<file path="src/design/flash_status_defs.vh">
// constants for the flash status and suspend-lock block
// Function
// RULE1 - lock, unlock and lock-down accepted while erase suspended; host polls bits 7,6
// RULE2 - host resumes the erase after lock changes during suspend
// RULE3 - lock setup followed by other command sets bits 4 and 5
// RULE4 - sequence error during suspend keeps bits 4,5 after resume
// RULE5 - lock bits of the suspended block change at once; erase completes
// RULE6 - no lock operations while a program is suspended
// RULE7 - password protection blocks access until a valid 64-bit password
// RULE8 - read status command at any address enters status mode
// RULE9 - status output after program, erase or lock sequence until new command
// RULE10 - status on low eight lanes, zero on upper eight lanes
// RULE11 - async status latched on first falling edge of oe or ce
// RULE12 - host toggles ce or address valid for fresh burst status
// RULE13 - page mode first word valid; burst repeats the same word
// RULE14 - bit 7 zero while busy, one when ready
// RULE15 - bit 6 set when erase suspended or suspend pending
// RULE16 - bits 5:4 encode outcome; any error aborts the operation
// RULE17 - bit 3 set when supply at or below lockout during operation
// RULE18 - bit 2 set when program suspended or suspend pending
// RULE19 - bit 1 set on program or erase of locked block; aborted
// RULE20 - bit 0 set while buffered factory-program data is loading
// RULE21 - reset value 0x80; bits 5:3 and 1 sticky until clear or reset
// RULE22 - host clears status or resets after error, 15 us delay
// RULE23 - lock codes 60h setup, 01h lock, D0h unlock, 2Fh lock-down
// RULE24 - host writes setup then lock-type command to target block
`ifndef FLASH_STATUS_DEFS_VH
`define FLASH_STATUS_DEFS_VH
`define CMD_LOCK_SETUP 8'h60
`define CMD_LOCK 8'h01
`define CMD_UNLOCK 8'hD0
`define CMD_LOCK_DOWN 8'h2F
`define CMD_READ_STATUS 8'h70
`define CMD_CLEAR_STATUS 8'h50
`define CMD_READ_ARRAY 8'hFF
`define CMD_WORD_PROGRAM 8'h40
`define CMD_ERASE_SETUP 8'h20
`define CMD_CONFIRM 8'hD0
`define CMD_SUSPEND 8'hB0
`define CMD_RESUME 8'hD0
`define STATUS_RESET 8'h80
`define BIT_READY 7
`define BIT_ERASE_PAUSED 6
`define BIT_ERASE_FAIL 5
`define BIT_PROGRAM_FAIL 4
`define BIT_SUPPLY_LOW 3
`define BIT_PROGRAM_PAUSED 2
`define BIT_LOCKED_ABORT 1
`define BIT_BUFFER_LOAD 0
`define BLOCK_BITS 4
`define NUM_BLOCKS 16
`define PASSWORD_BITS 64
`define OP_TIME 16'h0010
`endif

</file>
<file path="src/design/flash_status.v">
// status register, command decoding and suspend-time lock logic
`timescale 1ns/1ps
`include "flash_status_defs.vh"
module flash_status (
	// clock and reset
	input wire clk,
	input wire rstn,
	// flash bus pins
	input wire ce_n,
	input wire oe_n,
	input wire we_n,
	input wire address_valid_n,
	input wire [3:0] blk_addr,
	input wire [15:0] dq_in,
	output reg [15:0] dq_out_ff,
	output reg dq_oe_ff,
	// device side inputs
	input wire burst_mode,
	input wire supply_low,
	input wire wp_n,
	input wire pw_protect,
	input wire [63:0] pw_value,
	input wire [63:0] pw_stored,
	input wire pw_strobe,
	input wire buffered_factory_program_loading,
	// device side outputs
	output reg [15:0] lock_ff,
	output reg [15:0] lockdown_ff,
	output reg array_access_ok_ff,
	output reg [7:0] status_out_ff
);
// ------------------------------------------------------------
// states
// ------------------------------------------------------------
localparam ST_IDLE = 6'b000001;
localparam ST_ERASE_SU = 6'b000010;
localparam ST_ERASE = 6'b000100;
localparam ST_PROG = 6'b001000;
localparam ST_LOCK_SU = 6'b010000;
localparam ST_E_PAUSED = 6'b100000;
reg [5:0] st_ff;
reg [5:0] ret_ff;
reg [7:0] sr_ff;
reg status_mode_ff;
reg prog_in_suspend_ff;
reg prog_paused_ff;
reg [3:0] erase_blk_ff;
reg [15:0] timer_ff;
reg unlocked_pw_ff;
// ------------------------------------------------------------
// pin synchronisers
// ------------------------------------------------------------
reg [3:0] s1_ff;
reg [3:0] s2_ff;
reg [3:0] s3_ff;
reg [15:0] d1_ff;
reg [15:0] d2_ff;
reg [3:0] a1_ff;
reg [3:0] a2_ff;
// strobes idle high, so reset leaves no false edge behind
always @(posedge clk or negedge rstn) begin
	if (!rstn) begin
		s1_ff <= 4'hF;
		s2_ff <= 4'hF;
		s3_ff <= 4'hF;
	end else begin
		s1_ff <= {address_valid_n, we_n, oe_n, ce_n};
		s2_ff <= s1_ff;
		s3_ff <= s2_ff;
	end
end

// command byte on the low lanes
always @(posedge clk or negedge rstn) begin
	if (!rstn) begin
		d1_ff <= 16'h0000;
		d2_ff <= 16'h0000;
	end else begin
		d1_ff <= dq_in;
		d2_ff <= d1_ff;
	end
end

// target block index
always @(posedge clk or negedge rstn) begin
	if (!rstn) begin
		a1_ff <= 4'h0;
		a2_ff <= 4'h0;
	end else begin
		a1_ff <= blk_addr;
		a2_ff <= a1_ff;
	end
end

// ------------------------------------------------------------
// strobe decoding
// ------------------------------------------------------------
wire ce_s = s2_ff[0];
wire oe_s = s2_ff[1];
// write taken when we_n returns high with the chip selected
wire we_rise = s2_ff[2] & ~s3_ff[2] & ~ce_s;
wire read_act = ~ce_s & ~oe_s;
// first of the two selects to fall opens the status latch
wire sel_fall = s3_ff[0] & s3_ff[1] & (~ce_s | ~oe_s);
// in burst a fresh select or address valid refreshes the word
wire read_start = read_act & (s3_ff[0] | s3_ff[1]);
wire adv_fall = ~s2_ff[3] & s3_ff[3];
wire [7:0] cmd = d2_ff[7:0];
wire [3:0] blk = a2_ff;

function is_lock_type;
	input [7:0] c;
	begin
		is_lock_type = (c == `CMD_LOCK) || (c == `CMD_UNLOCK) ||
			(c == `CMD_LOCK_DOWN); // RULE23
	end
endfunction

// true while a program or erase runs
function is_busy;
	input [5:0] s;
	begin
		is_busy = (s == ST_ERASE) || (s == ST_PROG);
	end
endfunction

// ------------------------------------------------------------
// command state machine
// ------------------------------------------------------------
always @(posedge clk or negedge rstn) begin
	if (!rstn) begin
		st_ff <= ST_IDLE;
		ret_ff <= ST_IDLE;
		sr_ff <= `STATUS_RESET; // RULE21
		status_mode_ff <= 1'b0;
		prog_in_suspend_ff <= 1'b0;
		prog_paused_ff <= 1'b0;
		erase_blk_ff <= 4'h0;
		timer_ff <= 16'h0000;
		lock_ff <= 16'hFFFF;
		lockdown_ff <= 16'h0000;
	end else begin
		sr_ff[`BIT_BUFFER_LOAD] <= buffered_factory_program_loading; // RULE20
		sr_ff[`BIT_PROGRAM_PAUSED] <= prog_paused_ff; // RULE18
		// a supply drop aborts the running operation
		if (is_busy(st_ff) && supply_low) begin
			sr_ff[`BIT_SUPPLY_LOW] <= 1'b1; // RULE17
			sr_ff[`BIT_READY] <= 1'b1; // RULE16
			st_ff <= ST_IDLE;
		end else if (is_busy(st_ff) && timer_ff != 16'h0000) begin
			timer_ff <= timer_ff - 16'h0001;
		end else if (is_busy(st_ff)) begin
			// a program run inside an erase pause returns there
			sr_ff[`BIT_READY] <= 1'b1; // RULE14
			st_ff <= prog_in_suspend_ff ? ST_E_PAUSED : ST_IDLE;
			prog_in_suspend_ff <= 1'b0;
		end
		if (we_rise) begin
			case (st_ff)
			ST_LOCK_SU: begin
				st_ff <= ret_ff;
				status_mode_ff <= 1'b1; // RULE9
				if (!is_lock_type(cmd)) begin
					sr_ff[5:4] <= 2'b11; // RULE3
				end else if (prog_paused_ff) begin
					sr_ff[5:4] <= 2'b11; // RULE6
				end else if (cmd == `CMD_LOCK) begin
					lock_ff[blk] <= 1'b1; // RULE5
				end else if (cmd == `CMD_LOCK_DOWN) begin
					lock_ff[blk] <= 1'b1;
					lockdown_ff[blk] <= 1'b1; // RULE5
				end else if (!lockdown_ff[blk] || wp_n) begin
					lock_ff[blk] <= 1'b0;
					lockdown_ff[blk] <= 1'b0;
				end
			end
			ST_ERASE_SU: begin
				status_mode_ff <= 1'b1;
				if (cmd == `CMD_CONFIRM && lock_ff[blk]) begin
					sr_ff[`BIT_LOCKED_ABORT] <= 1'b1; // RULE19
					sr_ff[`BIT_ERASE_FAIL] <= 1'b1;
					st_ff <= ST_IDLE;
				end else if (cmd == `CMD_CONFIRM) begin
					sr_ff[`BIT_READY] <= 1'b0;
					erase_blk_ff <= blk;
					timer_ff <= `OP_TIME;
					st_ff <= ST_ERASE;
				end else begin
					sr_ff[5:4] <= 2'b11;
					st_ff <= ST_IDLE;
				end
			end
			ST_PROG: begin
				if (cmd == `CMD_SUSPEND) begin
					prog_paused_ff <= 1'b1; // RULE18
					// a paused program leaves the device ready
					sr_ff[`BIT_READY] <= 1'b1; // RULE14
					st_ff <= ST_IDLE;
				end
			end
			ST_ERASE: begin
				if (cmd == `CMD_SUSPEND) begin
					sr_ff[`BIT_ERASE_PAUSED] <= 1'b1; // RULE15
					sr_ff[`BIT_READY] <= 1'b1; // RULE1
					st_ff <= ST_E_PAUSED;
				end
			end
			default: begin
				status_mode_ff <= 1'b0;
				case (cmd)
				`CMD_READ_STATUS: status_mode_ff <= 1'b1; // RULE8
				`CMD_CLEAR_STATUS: begin
					sr_ff[5:3] <= 3'b000; // RULE21
					sr_ff[`BIT_LOCKED_ABORT] <= 1'b0;
					status_mode_ff <= status_mode_ff;
				end
				`CMD_LOCK_SETUP: begin
					ret_ff <= st_ff; // RULE1
					st_ff <= ST_LOCK_SU;
					status_mode_ff <= status_mode_ff;
				end
				`CMD_ERASE_SETUP: begin
					if (st_ff == ST_IDLE)
						st_ff <= ST_ERASE_SU;
				end
				`CMD_RESUME: begin
					status_mode_ff <= 1'b1;
					if (prog_paused_ff) begin
						prog_paused_ff <= 1'b0;
						sr_ff[`BIT_READY] <= 1'b0;
						st_ff <= ST_PROG;
					end else if (st_ff == ST_E_PAUSED) begin
						sr_ff[`BIT_ERASE_PAUSED] <= 1'b0; // RULE4
						sr_ff[`BIT_READY] <= 1'b0; // RULE5
						st_ff <= ST_ERASE;
					end
				end
				`CMD_WORD_PROGRAM: begin
					status_mode_ff <= 1'b1;
					st_ff <= ST_PROG;
					if (st_ff == ST_E_PAUSED &&
						blk == erase_blk_ff) begin
						sr_ff[5:4] <= 2'b11;
						st_ff <= ST_E_PAUSED;
					end else if (lock_ff[blk]) begin
						sr_ff[`BIT_LOCKED_ABORT] <= 1'b1; // RULE19
						sr_ff[`BIT_PROGRAM_FAIL] <= 1'b1;
						st_ff <= st_ff;
					end else begin
						prog_in_suspend_ff <= (st_ff == ST_E_PAUSED);
						sr_ff[`BIT_READY] <= 1'b0;
						timer_ff <= `OP_TIME;
					end
				end
				default: status_mode_ff <= 1'b0;
				endcase
			end
			endcase
		end
	end
end

// ------------------------------------------------------------
// password gate
// ------------------------------------------------------------
// the gate stays open until the next reset
always @(posedge clk or negedge rstn) begin
	if (!rstn) begin
		unlocked_pw_ff <= 1'b0;
		array_access_ok_ff <= 1'b0;
	end else begin
		if (pw_strobe && pw_value == pw_stored)
			unlocked_pw_ff <= 1'b1; // RULE7
		array_access_ok_ff <= ~pw_protect | unlocked_pw_ff; // RULE7
	end
end

// ------------------------------------------------------------
// status latch
// ------------------------------------------------------------
// the word changes only on a select or, in burst, on an address valid fall, so a poll sees one value
always @(posedge clk or negedge rstn) begin
	if (!rstn) begin
		status_out_ff <= `STATUS_RESET;
	end else begin
		if (!burst_mode && sel_fall)
			status_out_ff <= sr_ff; // RULE11
		else if (burst_mode && (read_start || adv_fall))
			status_out_ff <= sr_ff; // RULE12
	end
end

// ------------------------------------------------------------
// read data path
// ------------------------------------------------------------
// the same word repeats for every beat of a burst
always @(posedge clk or negedge rstn) begin
	if (!rstn) begin
		dq_out_ff <= 16'h0000;
		dq_oe_ff <= 1'b0;
	end else begin
		dq_oe_ff <= read_act;
		if (status_mode_ff)
			dq_out_ff <= {8'h00, status_out_ff}; // RULE10 RULE13
		else
			dq_out_ff <= 16'h0000;
	end
end
endmodule

</file>
<file path="config.mk">
export PLATFORM = sky130hd
export DESIGN_NAME = flash_status
export DESIGN_NICKNAME = d
export VERILOG_FILES = /design/src/design/flash_status.v
export VERILOG_INCLUDE_DIRS = /design/src /design/src/design
export SDC_FILE = /design/constraint.sdc
export NUM_CORES = 1
export LEC_CHECK = 0
export BUFFER_PORTS_ARGS = -buffer_cell sky130_fd_sc_hd__buf_2
export CORE_UTILIZATION = 50
export CTS_CLUSTER_DIAMETER = 50
export DETAILED_ROUTE_END_ITERATION = 6
export PLACE_DENSITY = 0.78
export SYNTH_ARGS = -nofsm -noshare
export SYNTH_HDL_FRONTEND = slang
export SYNTH_SLANG_ARGS = --single-unit
export TNS_END_PERCENT = 50
</file>
<file path="constraint.sdc">
create_clock -name clk -period 3.25 [get_ports clk]
set_input_delay 0.325 -clock clk [delete_from_list [all_inputs] [get_ports clk]]
set_output_delay 0.325 -clock clk [all_outputs]
set_load 0.02 [all_outputs]
</file>
# Yosys cells after proc, flatten, opt, wreduce, memory -nomap -nowiden
# Index checks and enable logic that the tools add are counted.
[totals]
elab_cells = 216
register_bits = 130
out_inout_bits = 58
[op_classes]
reduce_logical = 42
n_bitwise = 28
n_mux = 86
order_cmp = 2
eq_ne = 31
add_sub_neg = 1
[ops]
columns = ["operator", "count"]
rows = [
  ["16-bit two-way mux", 13],
  ["6-bit two-way mux", 13],
  ["64-bit equality test", 1],
  ["6-bit one-hot mux with 4 select lines", 2],
  ["1-bit two-way mux", 34],
  ["16-bit bitwise AND", 2],
  ["8-bit by 7-bit equality test with 1-bit output, second input constant", 4],
  ["16-bit bitwise OR", 2],
  ["16-bit one-hot mux with 2 select lines", 1],
  ["8-bit two-way mux", 3],
  ["6-bit AND reduction", 4],
  ["8-bit by 6-bit equality test with 1-bit output, second input constant", 2],
  ["8-bit equality test, second input constant", 2],
  ["16-bit inverter", 1],
  ["16-bit nonzero test", 1],
  ["16-bit by 1-bit subtractor with 16-bit output, second input constant", 1],
  ["1-bit one-hot mux with 2 select lines", 7],
  ["1-bit inverter", 13],
  ["3-bit != test, second input constant", 4],
  ["3-bit OR reduction", 4],
  ["2-bit two-way mux", 5],
  ["2-bit nonzero test", 5],
  ["1-bit binary-select mux with 4-bit select", 2],
  ["8-bit by 1-bit equality test with 1-bit output, second input constant", 1],
  ["33 further kinds", 63],
]

# Logic depth before layout (Yosys ltp)
# Gate-level depths: netlist of run 1.
[depth]
depth_word = 10
depth_mapped = 10

# Worst setup path before layout of run 1
# OpenSTA, ideal clock, no wires.
[synth_path]
path_kind = "flip-flop to flip-flop"
startpoint = "register d2_ff[1]"
endpoint = "register with a tool-made name"
stages_incl_launch_ff = 10
synth_period_minus_slack_ps = 2451
t_required_ps = 3126
arrival_ps = 2328
path_slack_ps = 799
n_path_buf = 3
path_cell_list = "dfrtp_1 -> or4_1 -> clkbuf_1 -> or2_1 -> buf_2 -> a2111oi_4 -> o221ai_2 -> buf_6 -> o21ai_1 -> o21ai_1"
[synth_lines]
columns = ["element", "line_no", "source"]
rows = [
  ["from (decl)", "flash_status.v:57", "reg [15:0] d2_ff;"],
  ["from (signal assigned)", "flash_status.v:77", "d2_ff <= 16'h0000;"],
  ["from (signal assigned)", "flash_status.v:80", "d2_ff <= d1_ff;"],
]

# Worst setup path after layout of run 1
[layout_path]
startpoint = "register a2_ff[2]"
endpoint = "register timer_ff[2]"
[layout_between]
elab_chain_len = 7
word_cells_on_any_way = 11
cone_classes = "eq/ne (1); mux (8); reduce/logical (2)"
[layout_rtl]
columns = ["element", "line_no", "source"]
rows = [
  ["from (decl)", "flash_status.v:59", "reg [3:0] a2_ff;"],
  ["from (signal assigned)", "flash_status.v:88", "a2_ff <= 4'h0;"],
  ["from (signal assigned)", "flash_status.v:91", "a2_ff <= a1_ff;"],
  ["1-bit binary-select mux with 4-bit select", "flash_status.v:179, flash_status.v:245", ""],
  ["1-bit two-way mux (not written as such)", "flash_status.v:179, flash_status.v:245", ""],
  ["16-bit two-way mux", "flash_status.v:245", "end else if (lock_ff[blk]) begin"],
  ["16-bit two-way mux", "flash_status.v:241", "if (st_ff == ST_E_PAUSED &&"],
  ["16-bit two-way mux", "flash_status.v:210", "case (cmd)"],
  ["16-bit one-hot mux with 2 select lines (*)", "flash_status.v:159", "case (st_ff)"],
  ["16-bit two-way mux (*)", "flash_status.v:158", "if (we_rise) begin"],
  ["to (signal assigned)", "flash_status.v:151", "timer_ff <= timer_ff - 16'h0001;"],
  ["to (signal assigned)", "flash_status.v:186", "timer_ff <= `OP_TIME;"],
  ["to (signal assigned)", "flash_status.v:252", "timer_ff <= `OP_TIME;"],
  ["to (decl)", "flash_status.v:48", "reg [15:0] timer_ff;"],
]
# Every way passes the cells marked *; elsewhere a longest branch is shown, timed or not. The select of a mux whose other input is x is not followed.
# A chain may end at the register's enable or synchronous reset.

==> summary.md, run 1 <==
| Metric | Value |
|---|---|
| Leakage power summed over all cells | `3.800 nW` |
| Ratio of total power to cell area | `478.1 nW/um^2` |
| Number of nets in the layout | `1,000` |
| Startpoint types | `flip-flop` |
| Sequential share of the synthesized area | `49.74%` |
| Flip-flop and latch count after synthesis | `130` |
| Final setup vio count | `0` |
| Die width | `117.1 um` |
| First-pass GRT wire length | `30,780 um` |
| Reg2Reg Setup Slack | `0.26 ns` |
| Last element of the critical path | `timer_ff[2]$_DFF_PN0_` |
| Cell type with the highest aggregate area in the netlist | `sky130_fd_sc_hd__dfrtp_1` |
| Growth of design area from synthesis to finish | `27.51%` |
| Largest net degree at the start of global routing | `65` |
| Number of enable-type register cells in the synthesized netlist | `0` |
| Number of H-tree branching levels | `4` |
| Filler Cell Count | `1,037` |
| Capturing point of the worst reg2reg path | `timer_ff[2]$_DFF_PN0_` |
| Ranking of synthesized cells by area | `sky130_fd_sc_hd__dfrtp_1, sky130_fd_sc_hd__dfstp_2, sky130_fd_sc_hd__xor2_1` |
| Slew at the pin with the worst max-slew slack | `0.7749 ns` |
| Min-Delay Path Class | `input pin to flip-flop` |
| Setup TNS Final | `0 ns` |
| Multi-input gate area | `3099 um^2` |
| Number of warnings reported in the yosys synthesis log | `0` |
| Total Power | `4.037 mW` |
| Area share of the leading cell type in the synthesized netlist | `37.04%` |
| Fraction of layout cells with a size suffix above 1 | `36.62%` |
| Vias in the first global route | `5,871` |
| Clock Sinks | `130` |
| Count of final max-slew check failures | `0` |
| Wire length after detailed routing | `19,830 um` |
| Sequential cell area in the final layout | `3293 um^2` |
| Maximum clock skew at final layout | `0.008624 ns` |
| Number of nets with antenna violations after detailed routing | `0` |
| Critical Path Start | `a2_ff[2]$_DFF_PN0_` |
| Remaining max-slew budget at the tightest pin | `48.34%` |
| Average cell area after synthesis | `10.44 um^2` |
| Number of max-capacitance violations reported | `0` |
| Total count of hold-check failures in the final report | `0` |
| Fraction of power consumed by the clock network | `47.5%` |
| Vias after detailed routing | `5,884` |
| Startpoint of the worst-slack reg-to-reg timing path | `a2_ff[2]$_DFF_PN0_` |
| Register clock-pin slew on the reported worst setup and hold paths | `0.06 ns` |
| DRC marker count from the first detailed-route iteration | `432` |
| Time the final worst path needs with I/O delays and setup | `2.991 ns` |
| Data arrival time at the worst-slack endpoint | `3.26 ns` |
| Average wire per cell in the routed design | `19.25 um` |
| Run status | `complete, no violations` |
| Starting utilization of the core area | `51.84%` |
| Clock root buffer master | `sky130_fd_sc_hd__clkbuf_16` |
| Highest fanout seen on the critical path | `16` |
| Number of resized instances in the post-cts repair step | `0` |
| Post-Route Utilization | `66.10%` |
| Most used cells in the layout excluding fill and tap cells | `sky130_fd_sc_hd__buf_2, sky130_fd_sc_hd__dfrtp_1, sky130_fd_sc_hd__o21ai_0` |
| Type of the worst setup path | `flip-flop to flip-flop` |
| Buffer count from post-CTS setup fixing | `0` |
| Die Height | `117.1 um` |
| Clock tree from TritonCTS | `yes` |
| Number of top-level design ports | `218` |
| Count of TritonRoute iterations in the first routing pass | `5` |
| Routability Congestion | `0.9669` |
| Commonest non-fill, non-tap cell in the layout | `sky130_fd_sc_hd__buf_2` |
| Maximum number of buffers from clock root to sink | `2` |
| Clk Latency, worst-skew pair | `0.42 ns` |
| Worst hold path depth | `1` |
| CP endpoint kind | `flip-flop` |
| Post-Synthesis Cell Area | `6621 um^2` |
| Startpoint of the lowest-slack hold path | `blk_addr[1]` |
| Worst supply voltage drop on vdd | `369.2 uV` |
| Cell-internal power | `3.083 mW` |
| Sw Share | `23.63%` |
| Setup repair after global routing missed its margin | `no` |
| Number of antenna violations at the first check in global routing | `5` |
| Tcrit/Tclk final | `92.04%` |
| Number of port buffers | `201` |
| Cell count after synthesis | `634` |
| Row Count | `41` |
| Share of flip-flops with an asynchronous set or reset after synthesis | `100.0%` |
| Reg power frac | `42.9%` |
| Number of distinct library cell variants in the gate-level netlist after synthesis | `68` |
| Total DRC errors in the routed layout | `0` |
| CTS buffer count | `17` |
| Die area | `13,710 um^2` |
| Area of the core region | `12,770 um^2` |
| Share of power burned in combinational logic | `9.6%` |
| Drt via density | `5.713` |
| Total half-perimeter wirelength after legalization and detailed placement | `15,490 um` |
| Total overflow reported by the global router | `0` |
| Post-placement worst setup slack | `0.3242 ns` |
| Final critical-path setup slack | `0.2586 ns` |
| Upper clock frequency limit | `0.3343 GHz` |
| Tot GR Track Use | `30.68%` |
| R2r worst-path depth | `6` |
| Main synth FF type | `sky130_fd_sc_hd__dfrtp_1` |
| Required time of the worst setup path | `3.52 ns` |
| NetSw | `0.9539 mW` |
-- stage by stage --
step                area [um^2]  hold slack (ns)  instances
global route               8443         0.001736       1030
CTS                        8428        0.0002991       1024
detailed placement         7775           0.3077        987
finish                     8443         0.008928       1030
floorplan                  6648          0.02941        641
global placement           7775           0.3001        987
-- power by group through the flow --
stage                     clock network, mW  registers [mW]  logic (mW)
final                                  1.92            1.73       0.387
after global routing                   2.00            1.74       0.428
after CTS                              1.93            1.73       0.387
after detailed placement                  0            1.76       0.380
after global placement                    0            1.75       0.369
after floorplan                           0            1.73       0.213
-- synthesized netlist by cell type, types with 3 or more instances --
cell,instances
sky130_fd_sc_hd__nand2_1,29
sky130_fd_sc_hd__or2_2,3
sky130_fd_sc_hd__mux4_2,8
sky130_fd_sc_hd__clkbuf_1,21
sky130_fd_sc_hd__nor2_1,44
sky130_fd_sc_hd__nand4b_1,3
sky130_fd_sc_hd__dfrtp_1,98
sky130_fd_sc_hd__a21oi_1,12
sky130_fd_sc_hd__and3_1,5
sky130_fd_sc_hd__o2bb2ai_1,3
sky130_fd_sc_hd__nand3_1,14
sky130_fd_sc_hd__mux2_2,22
sky130_fd_sc_hd__xnor2_1,26
sky130_fd_sc_hd__inv_1,19
sky130_fd_sc_hd__o31ai_1,4
sky130_fd_sc_hd__a22oi_1,3
sky130_fd_sc_hd__o21ai_0,52
sky130_fd_sc_hd__o22ai_1,8
sky130_fd_sc_hd__nor3b_1,3
sky130_fd_sc_hd__nor2b_1,9
sky130_fd_sc_hd__nand2b_1,8
sky130_fd_sc_hd__nor4_1,20
sky130_fd_sc_hd__o21ai_1,29
sky130_fd_sc_hd__nor3_1,14
sky130_fd_sc_hd__a31oi_1,4
sky130_fd_sc_hd__and3b_1,3
sky130_fd_sc_hd__and2_1,10
sky130_fd_sc_hd__nand3b_1,5
sky130_fd_sc_hd__buf_4,8
sky130_fd_sc_hd__or4_1,5
sky130_fd_sc_hd__dfstp_2,32
sky130_fd_sc_hd__a22o_1,7
sky130_fd_sc_hd__nand4_1,8
sky130_fd_sc_hd__a221oi_1,6
sky130_fd_sc_hd__xor2_1,47
sky130_fd_sc_hd__buf_2,5
sky130_fd_sc_hd__a21o_1,3
-- critical path, cell delays in order (launching register included) --
cell,delay (ns)
sky130_fd_sc_hd__dfrtp_1,0.71
sky130_fd_sc_hd__mux4_2,0.59
sky130_fd_sc_hd__a22oi_1,0.18
sky130_fd_sc_hd__nand3_1,0.27
sky130_fd_sc_hd__o21ai_0,0.37
sky130_fd_sc_hd__and3_1,0.59
sky130_fd_sc_hd__nor2_1,0.13
-- routing by layer --
layer / GRT usage, % / vias to the layer above / share of wire (%)
met1: 35.89 / 2869 / 38
met4: 13.16 / 0 / 3.2
met3: 7.775 / 47 / 6.6
li1: - / 2692 / -
met5: 0 / - / 0
met2: 53.61 / 276 / 52
-- timing repair --
| action | in CTS | in global routing |
|---|---|---|
| endpoints found under the hold margin | 26 | 0 |
| setup endpoints to repair | 0 | 0 |
| hold buffers | 5 | 0 |
-- worst min-delay path by stage --
stage                                       endpoint  slack (ns)
final                             a1_ff[1]$_DFF_PN0_       0.009
after global routing              a1_ff[0]$_DFF_PN0_       0.002
after CTS                         a1_ff[1]$_DFF_PN0_      0.0003
after detailed placement       ret_ff[3]$_DFFE_PN0P_        0.31
after global placement    asynchronous set/reset pin        0.30
after floorplan           asynchronous set/reset pin        0.03
-- cells by family after synthesis --
| group | synth area share (%) |
|---|---|
| XOR/XNOR | 9.656 |
| AND/OR/NAND/NOR | 15.61 |
| AO/OA/AOI/OAI | 14.29 |
| other | 0.05663 |
| multiplexers | 6.614 |
| flip-flops | 49.74 |
| adder cells (fa/ha/maj) | 0.1889 |
| buffers and inverters | 3.855 |
-- layout make-up --
type / instances / area share, %
multi-input combinational: 455 / 36.71
clock buffer: 24 / 5.942
sequential: 130 / 39.00
tap: 172 / 2.549
inverter: 19 / 0.8447
antenna: 6 / 0.1778
timing repair buffer: 216 / 13.57
clock inverter: 8 / 1.200
(Power assumes the default switching activity.)
==> run 2: changes to the inputs <==
--- a/config.mk
+++ b/config.mk
@@ -11,6 +11,7 @@
 export CTS_CLUSTER_DIAMETER = 50
 export DETAILED_ROUTE_END_ITERATION = 6
 export PLACE_DENSITY = 0.78
+export SETUP_SLACK_MARGIN = 0.1
 export SYNTH_ARGS = -nofsm -noshare
 export SYNTH_HDL_FRONTEND = slang
 export SYNTH_SLANG_ARGS = --single-unit
==> constraint.sdc (replaced) <==
create_clock -name clk -period 3.5 [get_ports clk]
set_input_delay 0.35 -clock clk [delete_from_list [all_inputs] [get_ports clk]]
set_output_delay 0.35 -clock clk [all_outputs]
set_load 0.02 [all_outputs]
==> summary.md, run 2 (synthesis results as in run 1) <==
| Metric | Value |
|---|---|
| Run status | `complete, no violations` |
| Clk Latency, worst-skew pair | `0.42 ns` |
| Maximum number of buffers from clock root to sink | `2` |
| Die Height | `117.1 um` |
| Number of H-tree branching levels | `4` |
| Worst supply voltage drop on vdd | `378.3 uV` |
| Row Count | `41` |
| Number of port buffers | `201` |
| Number of nets with antenna violations after detailed routing | `0` |
| Drt via density | `5.626` |
| Total half-perimeter wirelength after legalization and detailed placement | `15,010 um` |
| Upper clock frequency limit | `0.3380 GHz` |
| Required time of the worst setup path | `3.78 ns` |
| Number of nets in the layout | `990` |
| Final setup vio count | `0` |
| Data arrival time at the worst-slack endpoint | `3.24 ns` |
| Count of final max-slew check failures | `0` |
| Tcrit/Tclk final | `84.52%` |
| Highest fanout seen on the critical path | `16` |
| Fraction of layout cells with a size suffix above 1 | `36.58%` |
| Time the final worst path needs with I/O delays and setup | `2.958 ns` |
| Setup repair after global routing missed its margin | `no` |
| Reg2Reg Setup Slack | `0.54 ns` |
| Most used cells in the layout excluding fill and tap cells | `sky130_fd_sc_hd__buf_2, sky130_fd_sc_hd__dfrtp_1, sky130_fd_sc_hd__o21ai_0` |
| Hold buffers post-CTS | `0` |
| Die area | `13,710 um^2` |
| Count of TritonRoute iterations in the first routing pass | `5` |
| Average wire per cell in the routed design | `18.82 um` |
| Slowest stage cell, crit path | `sky130_fd_sc_hd__dfrtp_1` |
| Slew at the pin with the worst max-slew slack | `0.8175 ns` |
| Tot GR Track Use | `29.94%` |
| Register clock-pin slew on the reported worst setup and hold paths | `0.06 ns` |
| Clock Sinks | `130` |
| CTS buffer count | `17` |
| Min-Delay Path Class | `input pin to asynchronous set/reset pin` |
| Leakage power summed over all cells | `3.772 nW` |
| Total overflow reported by the global router | `0` |
| Remaining max-slew budget at the tightest pin | `45.50%` |
| First-pass GRT wire length | `29,880 um` |
| Ratio of total power to cell area | `462.3 nW/um^2` |
| Number of max-capacitance violations reported | `0` |
| Clock root buffer master | `sky130_fd_sc_hd__clkbuf_16` |
| DRC marker count from the first detailed-route iteration | `443` |
| Number of top-level design ports | `218` |
| Post-placement worst setup slack | `0.5223 ns` |
| Maximum clock skew at final layout | `0.007713 ns` |
| Starting utilization of the core area | `51.84%` |
| Number of resized instances in the post-cts repair step | `0` |
| Total DRC errors in the routed layout | `0` |
| Final critical-path setup slack | `0.5416 ns` |
| Wire length after detailed routing | `19,290 um` |
| Number of antenna violations at the first check in global routing | `11` |
| Growth of design area from synthesis to finish | `27.10%` |
| Clock tree from TritonCTS | `yes` |
| Area of the core region | `12,770 um^2` |
| CP endpoint kind | `flip-flop` |
| Setup TNS Final | `0 ns` |
| Filler Cell Count | `1,042` |
| Total count of hold-check failures in the final report | `0` |
| Vias in the first global route | `5,730` |
| Commonest non-fill, non-tap cell in the layout | `sky130_fd_sc_hd__buf_2` |
| Startpoint types | `flip-flop` |
| Cells along the critical path | `mux4_2, a22oi_1, nand3_1, o21ai_0, and3_1, nor2_1` |
| Type of the worst setup path | `flip-flop to flip-flop` |
| Buffer count from post-CTS setup fixing | `0` |
| Crit path largest cell delay | `0.72 ns` |
| Routability Congestion | `0.9927` |
| Vias after detailed routing | `5,767` |
| Largest net degree at the start of global routing | `67` |
| Die width | `117.1 um` |
## run 2: layout make-up
type                    count  area, um^2  area share [%]
clock inverters            13       207.7           2.468
well taps                 172       215.2           2.557
flip-flops and latches    130        3293           39.13
diodes                     11       27.53          0.3271
repair buffers            206        1059           12.58
inverters                  19       71.32          0.8475
clock buffers              19       442.9           5.263
multi-input cells         455        3099           36.83
## run 2: path summary, 6_finish.rpt
check | from | cells past startpoint | to
max | a2_ff[2]$_DFF_PN0_ | 6 | timer_ff[7]$_DFF_PN0_
min | rstn | 1 | timer_ff[7]$_DFF_PN0_
max reg2reg | a2_ff[2]$_DFF_PN0_ | 6 | timer_ff[7]$_DFF_PN0_
min reg2reg | a1_ff[2]$_DFF_PN0_ | 0 | a2_ff[2]$_DFF_PN0_
max in group asynchronous | rstn | 2 | s2_ff[2]$_DFF_PN1_
min in group clk | oe_n | 1 | s1_ff[1]$_DFF_PN1_
## run 2: power breakdown
group	total (mW)	switching, mW	internal [mW]
Clock	1.93	0.651	1.28
Sequential	1.61	0.0528	1.56
Combinational	0.351	0.190	0.161
## run 2: stage by stage
stage	hold slack [ns]	power, mW	instance area (um^2)	utilization [%]	cells
2_1_floorplan	0.05441	1.803	6648	-	641
3_3_place_gp	0.3345	1.968	7737	60.57	982
3_5_place_dp	0.3347	1.982	7737	60.57	982
4_1_cts	0.006837	3.927	8388	65.67	1014
5_1_grt	0.008029	4.033	8416	65.88	1025
6_report	0.005561	3.890	8416	65.88	1025
## run 2: critical path, delay by kind of cell (launching register included)
family / cells / cell delay (ns)
AO/OA/AOI/OAI: 2 / 0.52
flip-flops: 1 / 0.72
multiplexers: 1 / 0.58
AND/OR/NAND/NOR: 3 / 0.98
## run 2: metal layers
layer / global-route usage (%) / up-vias / part of all wire, %
li1: - / 2664 / -
met1: 35.55 / 2798 / 39
met2: 50.73 / 265 / 52
met3: 7.415 / 40 / 6.3
met4: 15.19 / 0 / 3.6
met5: 0 / - / 0
==> run 3: changes to the inputs <==
==> constraint.sdc (replaced) <==
create_clock -name clk -period 2.8 [get_ports clk]
set_input_delay 0.28 -clock clk [delete_from_list [all_inputs] [get_ports clk]]
set_output_delay 0.28 -clock clk [all_outputs]
set_load 0.02 [all_outputs]
==> summary.md, run 3 (synthesis results as in run 1) <==
| Metric | Value |
|---|---|
| Leakage power summed over all cells | `3.994 nW` |
| Startpoint types | `flip-flop` |
| Filler Cell Count | `959` |
| Cell area after layout | `8843 um^2` |
| Vias after detailed routing | `5,992` |
| Clock Sinks | `130` |
| Starting utilization of the core area | `51.84%` |
| Count of TritonRoute iterations in the first routing pass | `5` |
| Number of nets with antenna violations after detailed routing | `0` |
| Drt via density | `5.626` |
| Worst hold path depth | `2` |
| Run status | `complete, no violations` |
| Upper clock frequency limit | `0.3865 GHz` |
| Final setup vio count | `0` |
| Setup TNS Final | `0 ns` |
| Register clock-pin slew on the reported worst setup and hold paths | `0.06 ns` |
| Clock tree from TritonCTS | `yes` |
| Reg2Reg Setup Slack | `0.21 ns` |
| Total overflow reported by the global router | `0` |
| Maximum clock skew at final layout | `0.01098 ns` |
| Total count of hold-check failures in the final report | `0` |
| First-pass GRT wire length | `31,800 um` |
| Time the final worst path needs with I/O delays and setup | `2.587 ns` |
| Ratio of total power to cell area | `566.6 nW/um^2` |
| Wire length after detailed routing | `20,960 um` |
| Slew at the pin with the worst max-slew slack | `0.9748 ns` |
| Startpoint of the worst-slack reg-to-reg timing path | `d2_ff[7]$_DFF_PN0_` |
| Startpoint of the lowest-slack hold path | `pw_protect` |
| DRC marker count from the first detailed-route iteration | `407` |
| Number of nets in the layout | `1,034` |
| Count of final max-slew check failures | `0` |
| R2r worst-path depth | `7` |
| Highest fanout seen on the critical path | `16` |
| Number of antenna violations at the first check in global routing | `6` |
| Tcrit/Tclk final | `92.41%` |
| Fraction of layout cells with a size suffix above 1 | `37.81%` |
| CP endpoint kind | `flip-flop` |
| Number of top-level design ports | `218` |
| Growth of design area from synthesis to finish | `33.56%` |
| Area of the core region | `12,770 um^2` |
| Total Power | `5.011 mW` |
| Row Count | `41` |
| Die Height | `117.1 um` |
| Number of H-tree branching levels | `4` |
| Worst supply voltage drop on vdd | `389.9 uV` |
| Setup repair after global routing missed its margin | `yes` |
| Largest net degree at the start of global routing | `83` |
| Data arrival time at the worst-slack endpoint | `2.91 ns` |
| Commonest non-fill, non-tap cell in the layout | `sky130_fd_sc_hd__buf_2` |
| Min-Delay Path Class | `input pin to flip-flop` |
| Total half-perimeter wirelength after legalization and detailed placement | `15,990 um` |
| Clk Latency, worst-skew pair | `0.42 ns` |
| Clock root buffer master | `sky130_fd_sc_hd__clkbuf_16` |
| Routability Congestion | `0.9679` |
| Number of max-capacitance violations reported | `0` |
| CTS buffer count | `17` |
| Type of the worst setup path | `flip-flop to flip-flop` |
| Vias in the first global route | `6,108` |
| Total DRC errors in the routed layout | `0` |
| Maximum number of buffers from clock root to sink | `2` |
| Remaining max-slew budget at the tightest pin | `34.51%` |
| Die area | `13,710 um^2` |
| Die width | `117.1 um` |
| Required time of the worst setup path | `3.12 ns` |
| Number of port buffers | `201` |
| Average wire per cell in the routed design | `19.68 um` |
| Tot GR Track Use | `31.84%` |
| Most used cells in the layout excluding fill and tap cells | `sky130_fd_sc_hd__buf_2, sky130_fd_sc_hd__dfrtp_1, sky130_fd_sc_hd__o21ai_0` |
| Endpoint of the worst hold path | `array_access_ok_ff$_DFF_PN0_` |
| Placed cell area | `7930 um^2` |
## run 3: cell types whose count changed in the layout (fill, tap and decap cells not counted), sizes merged
cell         delta
buf            +26
dlygate4sd3    +18
diode           -4
bufinv          +1
inv             -1
## run 3: worst max-delay path, cell delays in order, from the launching register on
cell and delay, ns:
sky130_fd_sc_hd__dfrtp_1 0.39, sky130_fd_sc_hd__or4b_1 0.62, sky130_fd_sc_hd__a21o_1 0.26, sky130_fd_sc_hd__a2111oi_4 0.44, sky130_fd_sc_hd__buf_4 0.20, sky130_fd_sc_hd__nand2_2 0.18
sky130_fd_sc_hd__o21ai_0 0.25, sky130_fd_sc_hd__o21ai_0 0.15
## run 3: final cells by class
cell class | count | area (um^2) | share of cell area, %
clock inverter | 13 | 232.7 | 2.632
clock buffer | 19 | 442.9 | 5.008
multi-input combinational | 455 | 3110 | 35.17
timing repair buffer | 250 | 1459 | 16.50
antenna | 7 | 17.52 | 0.1981
inverter | 19 | 71.32 | 0.8065
sequential | 130 | 3294 | 37.25
tap | 172 | 215.2 | 2.433
## run 3: layer usage
metal	GRT usage [%]	wire length, um	part of all wire (%)
met3	8.548	1488	7.1
met2	55.98	10810	52
met1	35.84	7874	38
met4	15.61	781	3.7
met5	0	0	0
## run 3: how the worst max path moves through the flow
stage | startpoint | slack (ns) | end
2_1_floorplan | d2_ff[1]$_DFF_PN0_ | 0.35 | flip-flop
3_3_place_gp | a2_ff[0]$_DFF_PN0_ | 0.24 | flip-flop
3_5_place_dp | a2_ff[0]$_DFF_PN0_ | 0.08 | flip-flop
4_1_cts | a2_ff[0]$_DFF_PN0_ | 0.15 | flip-flop
5_1_grt | d2_ff[4]$_DFF_PN0_ | 0.09 | flip-flop
6_report | d2_ff[7]$_DFF_PN0_ | 0.21 | flip-flop
## run 3: metrics by stage
stage | utilization, % | setup WS, ns | hold WS (ns) | cells
final | 69.23 | 0.2125 | 0.04595 | 1065
after global routing | 69.21 | 0.08942 | 0.03419 | 1064
after floorplan | - | 0.3485 | -0.01559 | 641
after global placement | 62.08 | 0.2366 | 0.1229 | 1006
after CTS | 68.87 | 0.1535 | 0.02768 | 1056
after detailed placement | 62.08 | 0.08261 | 0.1243 | 1006
## run 3: repair_timing
action | in CTS | in global routing
hold buffers | 18 | 0
buffers inserted | 0 | 2
gates resized for setup | 1 | 1
hold endpoints to repair | 26 | 0
endpoints found under the setup margin | 1 | 3
## run 3: power breakdown
group | internal, mW | switching [mW]
combinational | 0.232 | 0.259
sequential | 1.94 | 0.0568
clock | 1.69 | 0.826
total | 3.87 | 1.14
